===== config.mk =====
export PLATFORM = sky130hd
export DESIGN_NAME = synth_loader_flat
export DESIGN_NICKNAME = d
export VERILOG_FILES = /design/src/include/synth_pkg.sv /design/src/include/serial_link.sv /design/src/hdl/synth_loader.sv /design/src/flat_wrapper.sv
export SDC_FILE = /design/constraint.sdc
export NUM_CORES = 1
export LEC_CHECK = 0
export ABC_AREA = 1
export BUFFER_PORTS_ARGS = -buffer_cell sky130_fd_sc_hd__buf_2
export CORE_MARGIN = 2
export CORE_UTILIZATION = 53
export CTS_CLUSTER_SIZE = 8
export DETAILED_ROUTE_END_ITERATION = 7
export PLACE_DENSITY = 0.8
export SYNTH_ARGS = -nofsm -noshare
export SYNTH_HDL_FRONTEND = slang
export SYNTH_SLANG_ARGS = --single-unit

===== constraint.sdc =====
create_clock -name clk -period 1.7 [get_ports clk]
set_input_delay 0.34 -clock clk [delete_from_list [all_inputs] [get_ports clk]]
set_output_delay 0.34 -clock clk [all_outputs]
set_load 0.1 [all_outputs]

===== src/include/synth_pkg.sv =====
// Shared constants for the synthesizer serial load port and its controller
package synth_pkg;
    // Serial word and its latch selection
    localparam int WORD_W = 24;
    localparam int BYTE_W = 8;
    localparam logic [1:0] SEL_REF = 2'h0;
    localparam logic [1:0] SEL_AB = 2'h1;
    localparam logic [1:0] SEL_FUNC = 2'h2;
    localparam logic [1:0] SEL_INIT = 2'h3;

    // Function latch field positions
    localparam int HOLD_POS = 2;
    localparam int PD1_POS = 3;
    localparam int MON_LSB = 4;
    localparam int CP3_POS = 8;
    localparam logic [2:0] MON_ZERO = 3'h0;
    localparam logic [2:0] MON_LOCK = 3'h1;
    localparam logic [2:0] MON_HOLD = 3'h2;
    localparam logic [2:0] MON_ONE = 3'h3;

    // Reset values of the device latches
    localparam logic [23:0] LATCH_RST = 24'h000000;

    // Serial clock timing, derived from the system clock
    localparam longint CLK_HZ = 40000000;
    localparam longint SCLK_MAX_HZ = 20000000;
    localparam int HALF_RAW = int'((CLK_HZ + 2 * SCLK_MAX_HZ - 1)
                                   / (2 * SCLK_MAX_HZ));
    // The far end oversamples; each level must last two cycles
    localparam int HALF_MIN = 2;
    localparam int SCLK_HALF_CYC = (HALF_RAW < HALF_MIN) ? HALF_MIN
                                                         : HALF_RAW;
    localparam int BYTE_GAP_CYC = 4 * SCLK_HALF_CYC;

    // Controller register offsets (byte addresses)
    localparam logic [7:0] OFS_DATA = 8'h00;
    localparam logic [7:0] OFS_CTRL = 8'h04;
    localparam logic [7:0] OFS_REF = 8'h08;
    localparam logic [7:0] OFS_AB = 8'h0C;
    localparam logic [7:0] OFS_FUNC = 8'h10;
    localparam logic [7:0] OFS_STAT = 8'h14;
    localparam logic [7:0] OFS_ISTS = 8'h18;
    localparam logic [7:0] OFS_IMSK = 8'h1C;

    // Control and event bit positions
    localparam int CTRL_BYTE = 0;
    localparam int CTRL_CRST = 1;
    localparam int CTRL_INIT = 2;
    localparam int EV_WORD = 0;
    localparam int EV_SEQ = 1;
    localparam int EV_LOCK = 2;

    // Controller sequence kinds
    localparam logic [1:0] MODE_ONE = 2'h0;
    localparam logic [1:0] MODE_CRST = 2'h1;
    localparam logic [1:0] MODE_INIT = 2'h2;
endpackage


===== src/include/serial_link.sv =====
// Three-wire load port plus monitor pin between controller and synthesizer
`timescale 1ns/10ps
`default_nettype none
interface serial_link;
    logic sclk;
    logic sdata;
    logic latch_strobe;
    logic monitor_output;
    modport host (output sclk, output sdata, output latch_strobe,
                  input monitor_output);
    modport dev (input sclk, input sdata, input latch_strobe,
                 output monitor_output);
endinterface
`default_nettype wire


===== src/hdl/synth_loader.sv =====
// Controller end: AHB-Lite registers driving the serial load port
//
// What the load port does, at both ends
// - Words are 24 bits, sampled on rising clock
// - Strobe rise moves word into chosen latch
// - Low two bits pick reference, AB, function
// - Serial clock never faster than 20 MHz
// - Byte mode: strobe low, three bytes, then rise
// - Hold bit freezes counters, charge pump off
// - Hold bit alone never powers the device down
// - Counter reset order: func set, ref, AB, func clear
// - Power-up needs init, function, reference, AB writes
// - Monitor pin may show lock, host polls it
// - Select code 11 loads function latch, resets counters
// - Shifting continues while powered down
`timescale 1ns/10ps
`default_nettype none
module synth_loader
    import synth_pkg::*;
#(
    parameter int HALF_CYC = SCLK_HALF_CYC,  // Cycles per serial clock half
    parameter int GAP_CYC = BYTE_GAP_CYC     // Idle cycles between bytes
) (
    input wire logic clk,                // System clock
    input wire logic reset,              // Synchronous, active high
    input wire logic hsel,               // AHB slave select
    input wire logic [31:0] haddr,       // AHB address
    input wire logic [1:0] htrans,       // AHB transfer type
    input wire logic hwrite,             // AHB write
    input wire logic [2:0] hsize,        // AHB size, word only
    input wire logic [31:0] hwdata,      // AHB write data
    input wire logic hready,             // AHB bus ready
    output logic hreadyout,              // AHB slave ready
    output logic hresp,                  // AHB response, always OKAY
    output logic [31:0] hrdata,          // AHB read data
    output logic irq,                    // Level interrupt
    serial_link.host link                // Serial load port
);
    typedef enum logic [2:0] {
        ST_IDLE = 3'b000,
        ST_LOAD = 3'b001,
        ST_LOW = 3'b010,
        ST_HIGH = 3'b011,
        ST_GAP = 3'b100,
        ST_STROBE = 3'b101
    } load_e;

    typedef struct packed {
        load_e st;
        logic [7:0] div;
        logic [4:0] nbit;
        logic [1:0] step;
        logic [1:0] mode;
        logic [23:0] sh;
        logic sclk;
        logic sdo;
        logic le;
        logic [23:0] data;
        logic [23:0] refw;
        logic [23:0] abw;
        logic [23:0] funcw;
        logic byte_mode;
        logic [2:0] ists;
        logic [2:0] imsk;
        logic irq;
        logic [1:0] msync;
        logic mon;
        logic ap_wr;
        logic [7:0] ap_addr;
        logic [31:0] rdata;
    } host_s;

    host_s r, n;
    logic [2:0] ev;

    localparam logic [7:0] HALF_LAST = 8'(HALF_CYC - 1);
    localparam logic [7:0] GAP_LAST = 8'(GAP_CYC - 1);

    // Force the select code and, for function words, the hold bit
    function automatic logic [23:0] with_sel(input logic [23:0] w,
                                             input logic [1:0] sel);
        with_sel = {w[23:2], sel};
    endfunction

    function automatic logic [23:0] func_hold(input logic [23:0] w,
                                              input logic hold,
                                              input logic [1:0] sel);
        logic [23:0] t;
        t = with_sel(w, sel);
        t[HOLD_POS] = hold;
        func_hold = t;
    endfunction

    // Word sent at a given step of a sequence
    function automatic logic [23:0] word_for(input host_s s);
        word_for = s.data;
        if (s.mode == MODE_CRST) begin
            unique case (s.step)
                2'h0: word_for = func_hold(s.funcw, 1'b1, SEL_FUNC);
                2'h1: word_for = with_sel(s.refw, SEL_REF);
                2'h2: word_for = with_sel(s.abw, SEL_AB);
                2'h3: word_for = func_hold(s.funcw, 1'b0, SEL_FUNC);
            endcase
        end else if (s.mode == MODE_INIT) begin
            unique case (s.step)
                2'h0: word_for = func_hold(s.funcw, 1'b0, SEL_INIT);
                2'h1: word_for = func_hold(s.funcw, 1'b0, SEL_FUNC);
                2'h2: word_for = with_sel(s.refw, SEL_REF);
                2'h3: word_for = with_sel(s.abw, SEL_AB);
            endcase
        end
    endfunction

    // Register read decode
    function automatic logic [31:0] rd(input host_s s,
                                       input logic [7:0] a);
        rd = 32'h00000000;
        unique case (a)
            OFS_DATA: rd = {8'h00, s.data};
            OFS_CTRL: rd = {31'h0, s.byte_mode};
            OFS_REF: rd = {8'h00, s.refw};
            OFS_AB: rd = {8'h00, s.abw};
            OFS_FUNC: rd = {8'h00, s.funcw};
            OFS_STAT: rd = {30'h0, s.mon, s.st != ST_IDLE};
            OFS_ISTS: rd = {29'h0, s.ists};
            OFS_IMSK: rd = {29'h0, s.imsk};
            default: rd = 32'h00000000;
        endcase
    endfunction

    // Next state: bus writes, serial engine, events, then bus reads
    always_comb begin
        n = r;
        ev = 3'h0;
        n.msync = {r.msync[0], link.monitor_output};
        n.mon = r.msync[1];
        if (r.msync[1] && !r.mon) begin
            ev[EV_LOCK] = 1'b1;
        end

        // Data phase of a write; starts are ignored while busy
        if (r.ap_wr) begin
            unique case (r.ap_addr)
                OFS_DATA: begin
                    n.data = hwdata[23:0];
                    if (r.st == ST_IDLE) begin
                        n.mode = MODE_ONE;
                        n.st = ST_LOAD;
                    end
                end
                OFS_CTRL: begin
                    n.byte_mode = hwdata[CTRL_BYTE];
                    if (r.st == ST_IDLE && hwdata[CTRL_CRST]) begin
                        n.mode = MODE_CRST;
                        n.st = ST_LOAD;
                    end else if (r.st == ST_IDLE && hwdata[CTRL_INIT]) begin
                        n.mode = MODE_INIT;
                        n.st = ST_LOAD;
                    end
                end
                OFS_REF: n.refw = hwdata[23:0];
                OFS_AB: n.abw = hwdata[23:0];
                OFS_FUNC: n.funcw = hwdata[23:0];
                OFS_ISTS: n.ists = r.ists & ~hwdata[2:0];
                OFS_IMSK: n.imsk = hwdata[2:0];
                default: n.ists = r.ists;
            endcase
            // Any write while idle rewinds the step; busy writes must not
            if (r.st == ST_IDLE) begin
                n.step = 2'h0;
            end
        end

        // Serial engine; the strobe idles low between words
        unique case (r.st)
            ST_IDLE: n.le = 1'b0;
            ST_LOAD: begin
                n.sh = word_for(r);
                n.sdo = n.sh[WORD_W - 1];
                n.sclk = 1'b0;
                n.nbit = 5'h00;
                n.div = 8'h00;
                n.st = ST_LOW;
            end
            ST_LOW: begin
                n.div = r.div + 8'h01;
                if (r.div == HALF_LAST) begin
                    n.sclk = 1'b1;
                    n.div = 8'h00;
                    n.st = ST_HIGH;
                end
            end
            ST_HIGH: begin
                n.div = r.div + 8'h01;
                if (r.div == HALF_LAST) begin
                    n.sclk = 1'b0;
                    n.div = 8'h00;
                    n.nbit = r.nbit + 5'h01;
                    n.sh = {r.sh[22:0], 1'b0};
                    n.sdo = r.sh[WORD_W - 2];
                    if (r.nbit == 5'(WORD_W - 1)) begin
                        n.le = 1'b1;
                        n.st = ST_STROBE;
                    end else if (r.byte_mode
                                 && r.nbit[2:0] == 3'(BYTE_W - 1)) begin
                        n.st = ST_GAP;
                    end else begin
                        n.st = ST_LOW;
                    end
                end
            end
            ST_GAP: begin
                n.div = r.div + 8'h01;
                if (r.div == GAP_LAST) begin
                    n.div = 8'h00;
                    n.st = ST_LOW;
                end
            end
            ST_STROBE: begin
                n.div = r.div + 8'h01;
                if (r.div == HALF_LAST) begin
                    n.le = 1'b0;
                    n.div = 8'h00;
                    ev[EV_WORD] = 1'b1;
                    if (r.mode != MODE_ONE && r.step != 2'h3) begin
                        n.step = r.step + 2'h1;
                        n.st = ST_LOAD;
                    end else begin
                        ev[EV_SEQ] = r.mode != MODE_ONE;
                        n.st = ST_IDLE;
                    end
                end
            end
            default: n.st = ST_IDLE;
        endcase

        // Events win over a clear in the same cycle
        n.ists = n.ists | ev;
        n.irq = |(n.ists & n.imsk);

        // Address phase; read data is ready for the next cycle
        n.ap_wr = hsel && hready && htrans[1] && hwrite;
        n.ap_addr = {haddr[7:2], 2'b00};
        if (hsel && hready && htrans[1] && !hwrite) begin
            n.rdata = rd(n, {haddr[7:2], 2'b00});
        end
    end

    // State register
    always_ff @(posedge clk) begin
        if (reset) begin
            r <= '0;
            r.st <= ST_IDLE;
        end else begin
            r <= n;
        end
    end

    // Outputs; the slave never waits and never errors
    assign hreadyout = 1'b1;
    assign hresp = 1'b0;
    assign hrdata = r.rdata;
    assign irq = r.irq;
    assign link.sclk = r.sclk;
    assign link.sdata = r.sdo;
    assign link.latch_strobe = r.le;
endmodule
`default_nettype wire


===== src/flat_wrapper.sv =====
// flat-port wrapper written by rule: the top's interface ports become plain ports
module synth_loader_flat import synth_pkg::*;
#(
    parameter int HALF_CYC = SCLK_HALF_CYC,                                 
    parameter int GAP_CYC = BYTE_GAP_CYC                                 
)
  (clk, reset, hsel, haddr, htrans, hwrite, hsize, hwdata, hready, hreadyout, hresp, hrdata, irq, link_sclk, link_sdata, link_latch_strobe, link_monitor_output);
  serial_link link_i ();
  input wire logic clk;
  input wire logic reset;
  input wire logic hsel;
  input wire logic [31:0] haddr;
  input wire logic [1:0] htrans;
  input wire logic hwrite;
  input wire logic [2:0] hsize;
  input wire logic [31:0] hwdata;
  input wire logic hready;
  output logic hreadyout;
  output logic hresp;
  output logic [31:0] hrdata;
  output logic irq;
  output wire logic [$bits(link_i.sclk)-1:0] link_sclk;
  output wire logic [$bits(link_i.sdata)-1:0] link_sdata;
  output wire logic [$bits(link_i.latch_strobe)-1:0] link_latch_strobe;
  input wire logic [$bits(link_i.monitor_output)-1:0] link_monitor_output;
  assign link_sclk = link_i.sclk;
  assign link_sdata = link_i.sdata;
  assign link_latch_strobe = link_i.latch_strobe;
  assign link_i.monitor_output = link_monitor_output;
  synth_loader #(.HALF_CYC(HALF_CYC), .GAP_CYC(GAP_CYC)) u_core (.clk(clk), .reset(reset), .hsel(hsel), .haddr(haddr), .htrans(htrans), .hwrite(hwrite), .hsize(hsize), .hwdata(hwdata), .hready(hready), .hreadyout(hreadyout), .hresp(hresp), .hrdata(hrdata), .irq(irq), .link(link_i));
endmodule

# Yosys cells after proc, flatten, opt, wreduce, memory -nomap -nowiden
# Cells that the tools add are included.
[word_totals]
input_bits = 75
elab_cells = 140
out_inout_bits = 38
register_bits = 194
[op_classes]
eq_ne = 34
muxes = 49
addsub = 3
reduce_logical = 27
n_bitwise = 4
[ops]
columns = ["cell", "count"]
rows = [
  ["24-bit one-hot mux with 4 select lines", 2],
  ["24-bit one-hot mux with 8 select lines", 1],
  ["24-bit two-way mux", 6],
  ["103-bit two-way mux", 1],
  ["23-bit one-hot mux with 2 select lines", 1],
  ["8-bit one-hot mux with 5 select lines", 1],
  ["11-bit two-way mux", 3],
  ["26-bit two-way mux", 1],
  ["6-bit by 3-bit == test with 1-bit output (second input constant)", 4],
  ["8-bit by 5-bit == test with 1-bit output (second input constant)", 3],
  ["3-bit two-way mux", 8],
  ["2-bit two-way mux", 9],
  ["3-bit one-hot mux with 6 select lines", 1],
  ["8-bit by 3-bit == test with 1-bit output (second input constant)", 2],
  ["8-bit by 4-bit == test with 1-bit output (second input constant)", 2],
  ["16-bit two-way mux", 1],
  ["6-bit by 2-bit == test with 1-bit output (second input constant)", 2],
  ["2-bit by 1-bit inequality test with 1-bit output (second input constant)", 5],
  ["5-bit one-hot mux with 2 select lines", 1],
  ["3-bit == test (second input constant)", 3],
  ["1-bit logical AND", 9],
  ["3-bit nonzero test", 3],
  ["8-bit by 1-bit adder with 8-bit output (second input constant)", 1],
  ["8-bit by 1-bit == test with 1-bit output (second input constant)", 1],
  ["30 further kinds", 46],
]

# Depth between registers and ports, before layout
# Gate-level depths: netlist of the first run.
[depth]
depth_word = 10
ltp_mapped = 15
mapped_depth_nobuf = 15

# Least setup slack after synthesis of the first run
# Ideal clock, no wire load.
[synth_timing]
path_type = "register to register"
start = "register u_core.r[177] (netlist bit)"
end = "register u_core.r, in the netlist u_core.link.sdata"
setup_time_ns = 0.114
path_buffers = 1
arrival_time_ns = 1.638
required_time_ns = 1.586
period_less_slack_ns = 1.752
stages_incl_launch_ff = 10
setup_slack_ns = -0.052
path_cell_list = "dfxtp_1 -> inv_1 -> ha_1 -> inv_1 -> clkbuf_1 -> o22ai_1 -> a221oi_1 -> o21ai_0 -> o21bai_1 -> inv_1"
[synth_between]
elab_chain_len = 5
elab_cells_between_ends = 9
cone_classes = "eq/ne (3); mux (5); reduce/logical (1)"
[synth_rtl]
columns = ["element", "line_no", "source"]
rows = [
  ["start: declaration", "synth_loader.sv:73", "host_s r, n;"],
  ["start signal: assignment", "synth_loader.sv:255", "r <= n;"],
  ["2-bit == test, or another cell as far along", "synth_loader.sv:98, synth_loader.sv:105", ""],
  ["24-bit one-hot mux with 4 select lines", "synth_loader.sv:105", "unique case (s.step)"],
  ["24-bit two-way mux", "synth_loader.sv:104", "end else if (s.mode == MODE_INIT) begin"],
  ["24-bit two-way mux (*)", "synth_loader.sv:97", "if (s.mode == MODE_CRST) begin"],
  ["1-bit one-hot mux with 2 select lines (*)", "synth_loader.sv:175", "unique case (r.st)"],
]
# Every way passes the cells marked *; elsewhere a longest branch is shown, timed or not.
# A chain may end at the register's enable or synchronous reset.

# Final worst setup path of the first run
[layout_timing]
start = "register u_core.r[39] (netlist bit)"
end = "register u_core.r, in the netlist u_core.hrdata[2]"
[layout_between]
elab_chain_len = 5
elab_cells_between_ends = 15
cone_classes = "eq/ne (5); mux (8); bitwise (1); reduce/logical (1)"
[layout_rtl]
columns = ["element", "line_no", "source"]
rows = [
  ["8-bit by 5-bit == test with 1-bit output", "synth_loader.sv:143", "unique case (r.ap_addr)"],
  ["3-bit two-way mux", "synth_loader.sv:143", ""],
  ["103-bit two-way mux (*)", "synth_loader.sv:142", "if (r.ap_wr) begin"],
  ["3-bit OR", "synth_loader.sv:238", "n.ists = n.ists | ev;"],
  ["24-bit one-hot mux with 8 select lines (*)", "synth_loader.sv:118", "unique case (a)"],
]
# Marked as above.

==> results of run 1 <==
-- flip-flops by register name (all words and copies together) (netlist names) --
register and flops:
u_core.link.latch_strobe 1, u_core.link.sclk 1, u_core.hrdata 24, u_core.r 154, u_core.n 2, u_core.link.sdata 1
u_core.irq 1
-- final timing paths --
path	startpoint	end	slack [ns]	cells after the start
min	link_monitor_output	u_core.n[43]	0.09	3
max	u_core.r[39]	u_core.hrdata[2]	-0.11	10
min reg2reg	u_core.n[43]	u_core.n[41]	0.41	2
max reg2reg	u_core.r[39]	u_core.hrdata[2]	-0.11	10
-- synthesized netlist by cell type (all sizes together), types with 2 or more instances --
cell / n / area, µm²
nand2: 292 / 1110
dfxtp: 184 / 3680
nor2: 177 / 756
inv: 163 / 617
o21ai: 145 / 729
nand3: 104 / 526
a21oi: 88 / 444
buf: 69 / 505
o22ai: 67 / 419
clkbuf: 50 / 189
o211ai: 24 / 265
a22oi: 20 / 150
nor3: 9 / 45.0
ha: 8 / 100
nand4: 3 / 18.8
a211oi: 2 / 15.0
a221oi: 2 / 17.5
a31oi: 2 / 12.5
conb: 2 / 7.51
o221ai: 2 / 17.5
or2: 2 / 12.5
xor2: 2 / 17.5
-- kinds of logic after synthesis --
| group | after synthesis | synth area share |
|---|---|---|
| compound gates | 357 | 0.217 |
| simple gates | 589 | 0.255 |
| buf+inv | 282 | 0.135 |
| flops | 184 | 0.379 |
| fa+ha+maj | 8 | 0.0103 |
| other cells | 2 | 0.000772 |
| xor+xnor | 3 | 0.00270 |
-- layer usage --
metal / vias up / GRT usage / part of all wire / wire, µm
li1: 4918 / - / - / -
met1: 4926 / 0.376 / 0.37 / 12500
met2: 805 / 0.505 / 0.45 / 15100
met3: 249 / 0.0719 / 0.12 / 3940
met4: 2 / 0.169 / 0.064 / 2160
met5: - / 0 / 0.00039 / 13
-- cell type report --
| class | count | share of cell area |
|---|---|---|
| clock inverter | 15 | 0.0139 |
| inverter | 163 | 0.0508 |
| tap | 229 | 0.0228 |
| sequential | 184 | 0.295 |
| multi-input combinational | 967 | 0.423 |
| clock buffer | 17 | 0.0339 |
| timing repair buffer | 223 | 0.160 |
-- worst max-delay path: stages (launching register included) --
cell	delay (ns)
dfxtp_2	0.35
nor2_4	0.14
nand3_4	0.11
nor2_4	0.17
buf_12	0.17
nand2_1	0.07
o21ai_1	0.12
or2_0	0.14
o211ai_1	0.12
o21ai_1	0.21
a21oi_1	0.08
-- repair_timing --
item / in CTS / in global routing
resized for setup: 61 / 154
buffers inserted: 9 / 8
setup endpoints to repair: 52 / 56
gates cloned: 5 / 4
pin swaps: 14 / 34
-- metrics by stage --
step	cell area (µm²)	utilization	TNS [ns]	setup WS (ns)
after floorplan	9750	-	0	0.0618
after global placement	11000	0.610	-1.45	-0.100
after detailed placement	11000	0.610	-2.89	-0.158
after CTS	11900	0.664	-0.968	-0.0734
after global routing	12500	0.699	-4.84	-0.187
final	12500	0.699	-1.49	-0.106
-- power groups by stage --
stage,clock [mW],sequential [mW],combinational (mW)
2_1_floorplan,0,4.45,0.334
3_3_place_gp,0,4.45,0.503
3_5_place_dp,0,4.45,0.510
4_1_cts,4.03,4.35,0.532
5_1_grt,4.23,4.36,0.617
6_report,4.07,4.35,0.585
==> run metrics, run 1 <==
number of global-route vias before repair=10000; Longest Clk Path Bufs=2; share of layout cells above drive strength 1=0.285; Final #Nets=1639; Critical Path AT=2.15 ns; Gate Count Post-Synth=1425; initial antenna violation count=1; fin. max-slew vios=0; clk slew on worst S/H paths=0.08 ns; Starting Density=0.541; flops & latches, synth=184; Net Switching=2.51 mW; TritonRoute pass-1 iters=7; commonest non-fill, non-tap cells in the layout=nand2_1, dfxtp_1, nor2_1; period utilization=1.06; Critical Path RT=2.04 ns; LEAKAGE=5.17 nW; largest net degree at the start of global routing=66; I/O Buffers=64; Placed Cells=1742; post-route ant nets=0; Clock Power Share=0.452; failing checks=setup timing; final hold slack=0.0921 ns; total power draw=9.00 mW; initial detailed-routing violation count=1373; Final Hold Viols=0; Max-cap violations=0; CP Capture Type=register; Fin Clk Skew=0.00998 ns; I/O pin cnt=113; YS warnings=0; RSZ-0062 raised after global routing=yes; async set-reset flop share out of synthesis=0; vias per cell=6.06; Remaining DRCs=0; die height=139 µm; Pwr Density=718 nW/µm²; commonest non-fill, non-tap cell in the layout=nand2_1; Die Area=19400 µm²; final worst slack=-0.106 ns; drt wl/cell=18.7 µm; num rows=49; Skew-Pair Late Insertion Delay=0.46 ns; DR vias=10900; internal power=6.49 mW; VDD IR max=0.773 mV; gr usage total=0.309; CTS H-Tree Depth=4; total gr overflow=0; CTS tree=yes; n_diodes=0; status=finished with violations; Yosys cell types=49; global-route wire length before repair=48.8 mm; # clock sinks=184; Die Wd=139 µm; Area Growth Syn to Fin=29.1%; core area=18000 µm²; Setup crit start kind=register; min Tclk post-route=1.81 ns; layout filler cell count=1256; HPWL Detailed=18.8 mm; critical path class=register to register; fmax=554 MHz; CTS Hold Buffers Added=0; number of synthesized flops with an enable pin=0; Netlist Area Pre-Place=9720 µm²; clk root buf=clkbuf_16; FF+latch area=3710 µm²; register area share after synthesis=0.379; switching part of the total power=0.279; GP Congestion=0.946; final setup fails=36; register share of total power=0.484; Cell Count, Final, Fillers Out=1798; Worst Hold Class=input port to register; routed wire length=33.7 mm; Num CTS Buffers=17; part of the power in combinational logic=0.065; multi-input logic area=5310 µm²; Post-Syn Area per Cell=6.82 µm²; top_reg_cell synth=dfxtp_1; crit path max fanout=13
(Power assumes the default switching activity.)
==> inputs of run 2 (changes only) <==
--- a/config.mk
+++ b/config.mk
@@ -12,6 +12,7 @@
 export CTS_CLUSTER_SIZE = 8
 export DETAILED_ROUTE_END_ITERATION = 7
 export PLACE_DENSITY = 0.8
+export SKIP_LAST_GASP = 1
 export SYNTH_ARGS = -nofsm -noshare
 export SYNTH_HDL_FRONTEND = slang
 export SYNTH_SLANG_ARGS = --single-unit
==> run metrics, run 2 (same netlist as run 1, synthesis figures left out) <==
Final #Nets=1639; Die Area=19400 µm²; total power draw=9.02 mW; CP startpoint=u_core.r[36]; routed wire length=33.5 mm; Num CTS Buffers=17; Final Hold Viols=0; largest net degree at the start of global routing=66; TritonRoute pass-1 iters=6; post-route ant nets=0; CTS Hold Buffers Added=0; Clock Power Share=0.452; share of layout cells above drive strength 1=0.282; gr usage total=0.309; critical path class=register to register; crit path max fanout=22; CTS H-Tree Depth=4; I/O Buffers=64; CP Capture Type=register; global-route wire length before repair=48.8 mm; clk root buf=clkbuf_16; vias per cell=6.08; Starting Density=0.541; Skew-Pair Late Insertion Delay=0.46 ns; min Tclk post-route=1.86 ns; initial detailed-routing violation count=1476; HPWL Detailed=18.8 mm; part of the power in combinational logic=0.065; clk slew on worst S/H paths=0.08 ns; total gr overflow=0; LEAKAGE=5.17 nW; # clock sinks=184; commonest non-fill, non-tap cell in the layout=nand2_1; GP Congestion=0.946; FF-to-FF Start=u_core.r[36]; Largest register FFs=154; CTS tree=yes; final worst slack=-0.160 ns; Setup crit start kind=register; Remaining DRCs=0; fmax=538 MHz; Net Switching=2.52 mW; initial antenna violation count=1; Critical Path AT=2.19 ns; layout filler cell count=1261; status=finished with violations; n_diodes=0; I/O pin cnt=113; DR vias=10900; fin util=0.699; number of global-route vias before repair=10000; VDD IR max=0.773 mV; failing checks=setup timing; period utilization=1.09; Worst Hold Class=input port to register; commonest non-fill, non-tap cells in the layout=nand2_1, dfxtp_1, nor2_1; Die Wd=139 µm; final setup fails=25; Area Growth Syn to Fin=29.1%; Fin Clk Skew=0.0117 ns; drt wl/cell=18.6 µm; core area=18000 µm²; internal power=6.49 mW; register share of total power=0.483; Max-cap violations=0; Reg with most FFs=u_core.r; Placement Setup Slack=-0.158 ns; final hold slack=0.0934 ns; fin. max-slew vios=0; HP Start=link_monitor_output; RSZ-0062 raised after global routing=yes; Pwr Density=718 nW/µm²; switching part of the total power=0.280; num rows=49; Critical Path RT=2.03 ns; die height=139 µm; Longest Clk Path Bufs=2
-- run 2: cell counts in the layout (fill, tap and decap cells not counted) --
No cell type changed its count.
-- run 2: critical path, stage by stage, from the launching register on --
cell and delay [ns]:
dfxtp_4 0.37, nor2_4 0.14, buf_4 0.15, nand3_4 0.10, buf_12 0.18, o21ai_0 0.33, o22ai_1 0.13, o21ai_1 0.22
a21oi_1 0.11
-- run 2: through the flow --
step	instance area [µm²]	TNS (ns)	instances
after global routing	12600	-3.35	1798
after floorplan	9750	0	1433
after CTS	11900	-1.10	1788
after global placement	11000	-1.45	1742
final	12600	-1.12	1798
after detailed placement	11000	-2.89	1742
-- run 2: what timing repair did --
item / 4_1_cts / 5_1_grt
gates cloned: 5 / 4
buffers inserted: 9 / 8
gates resized for setup: 55 / 157
pin swaps: 13 / 38
setup endpoints to repair: 52 / 56
-- run 2: area by class of cell --
cell class / count / area, µm² / share of cell area
Clock buffer: 17 / 425 / 0.0339
Clock inverter: 15 / 174 / 0.0139
Inverter: 163 / 647 / 0.0515
Multi-Input combinational cell: 967 / 5300 / 0.422
Sequential cell: 184 / 3710 / 0.295
Tap cell: 229 / 287 / 0.0228
Timing Repair Buffer: 223 / 2010 / 0.160
-- run 2: metal layers --
metal	up-vias	track usage	wire length, µm
met5	-	0	13
met4	2	0.168	2040
met3	215	0.0736	3790
met2	803	0.505	15200
met1	4979	0.376	12400
li1	4926	-	-
-- run 2: worst paths after layout --
path	end	slack, ns	depth (start not counted)
setup / recovery	u_core.hrdata[23]	-0.16	8
hold / removal	u_core.n[43]	0.09	3
setup reg to reg	u_core.hrdata[23]	-0.16	8
hold reg to reg	u_core.n[41]	0.41	2
-- run 2: power groups by stage --
stage	Combinational, mW	Sequential [mW]	Clock [mW]
3_3_place_gp	0.503	4.45	0
3_5_place_dp	0.510	4.45	0
4_1_cts	0.532	4.35	4.03
5_1_grt	0.618	4.35	4.23
6_report	0.586	4.35	4.08
2_1_floorplan	0.334	4.45	0
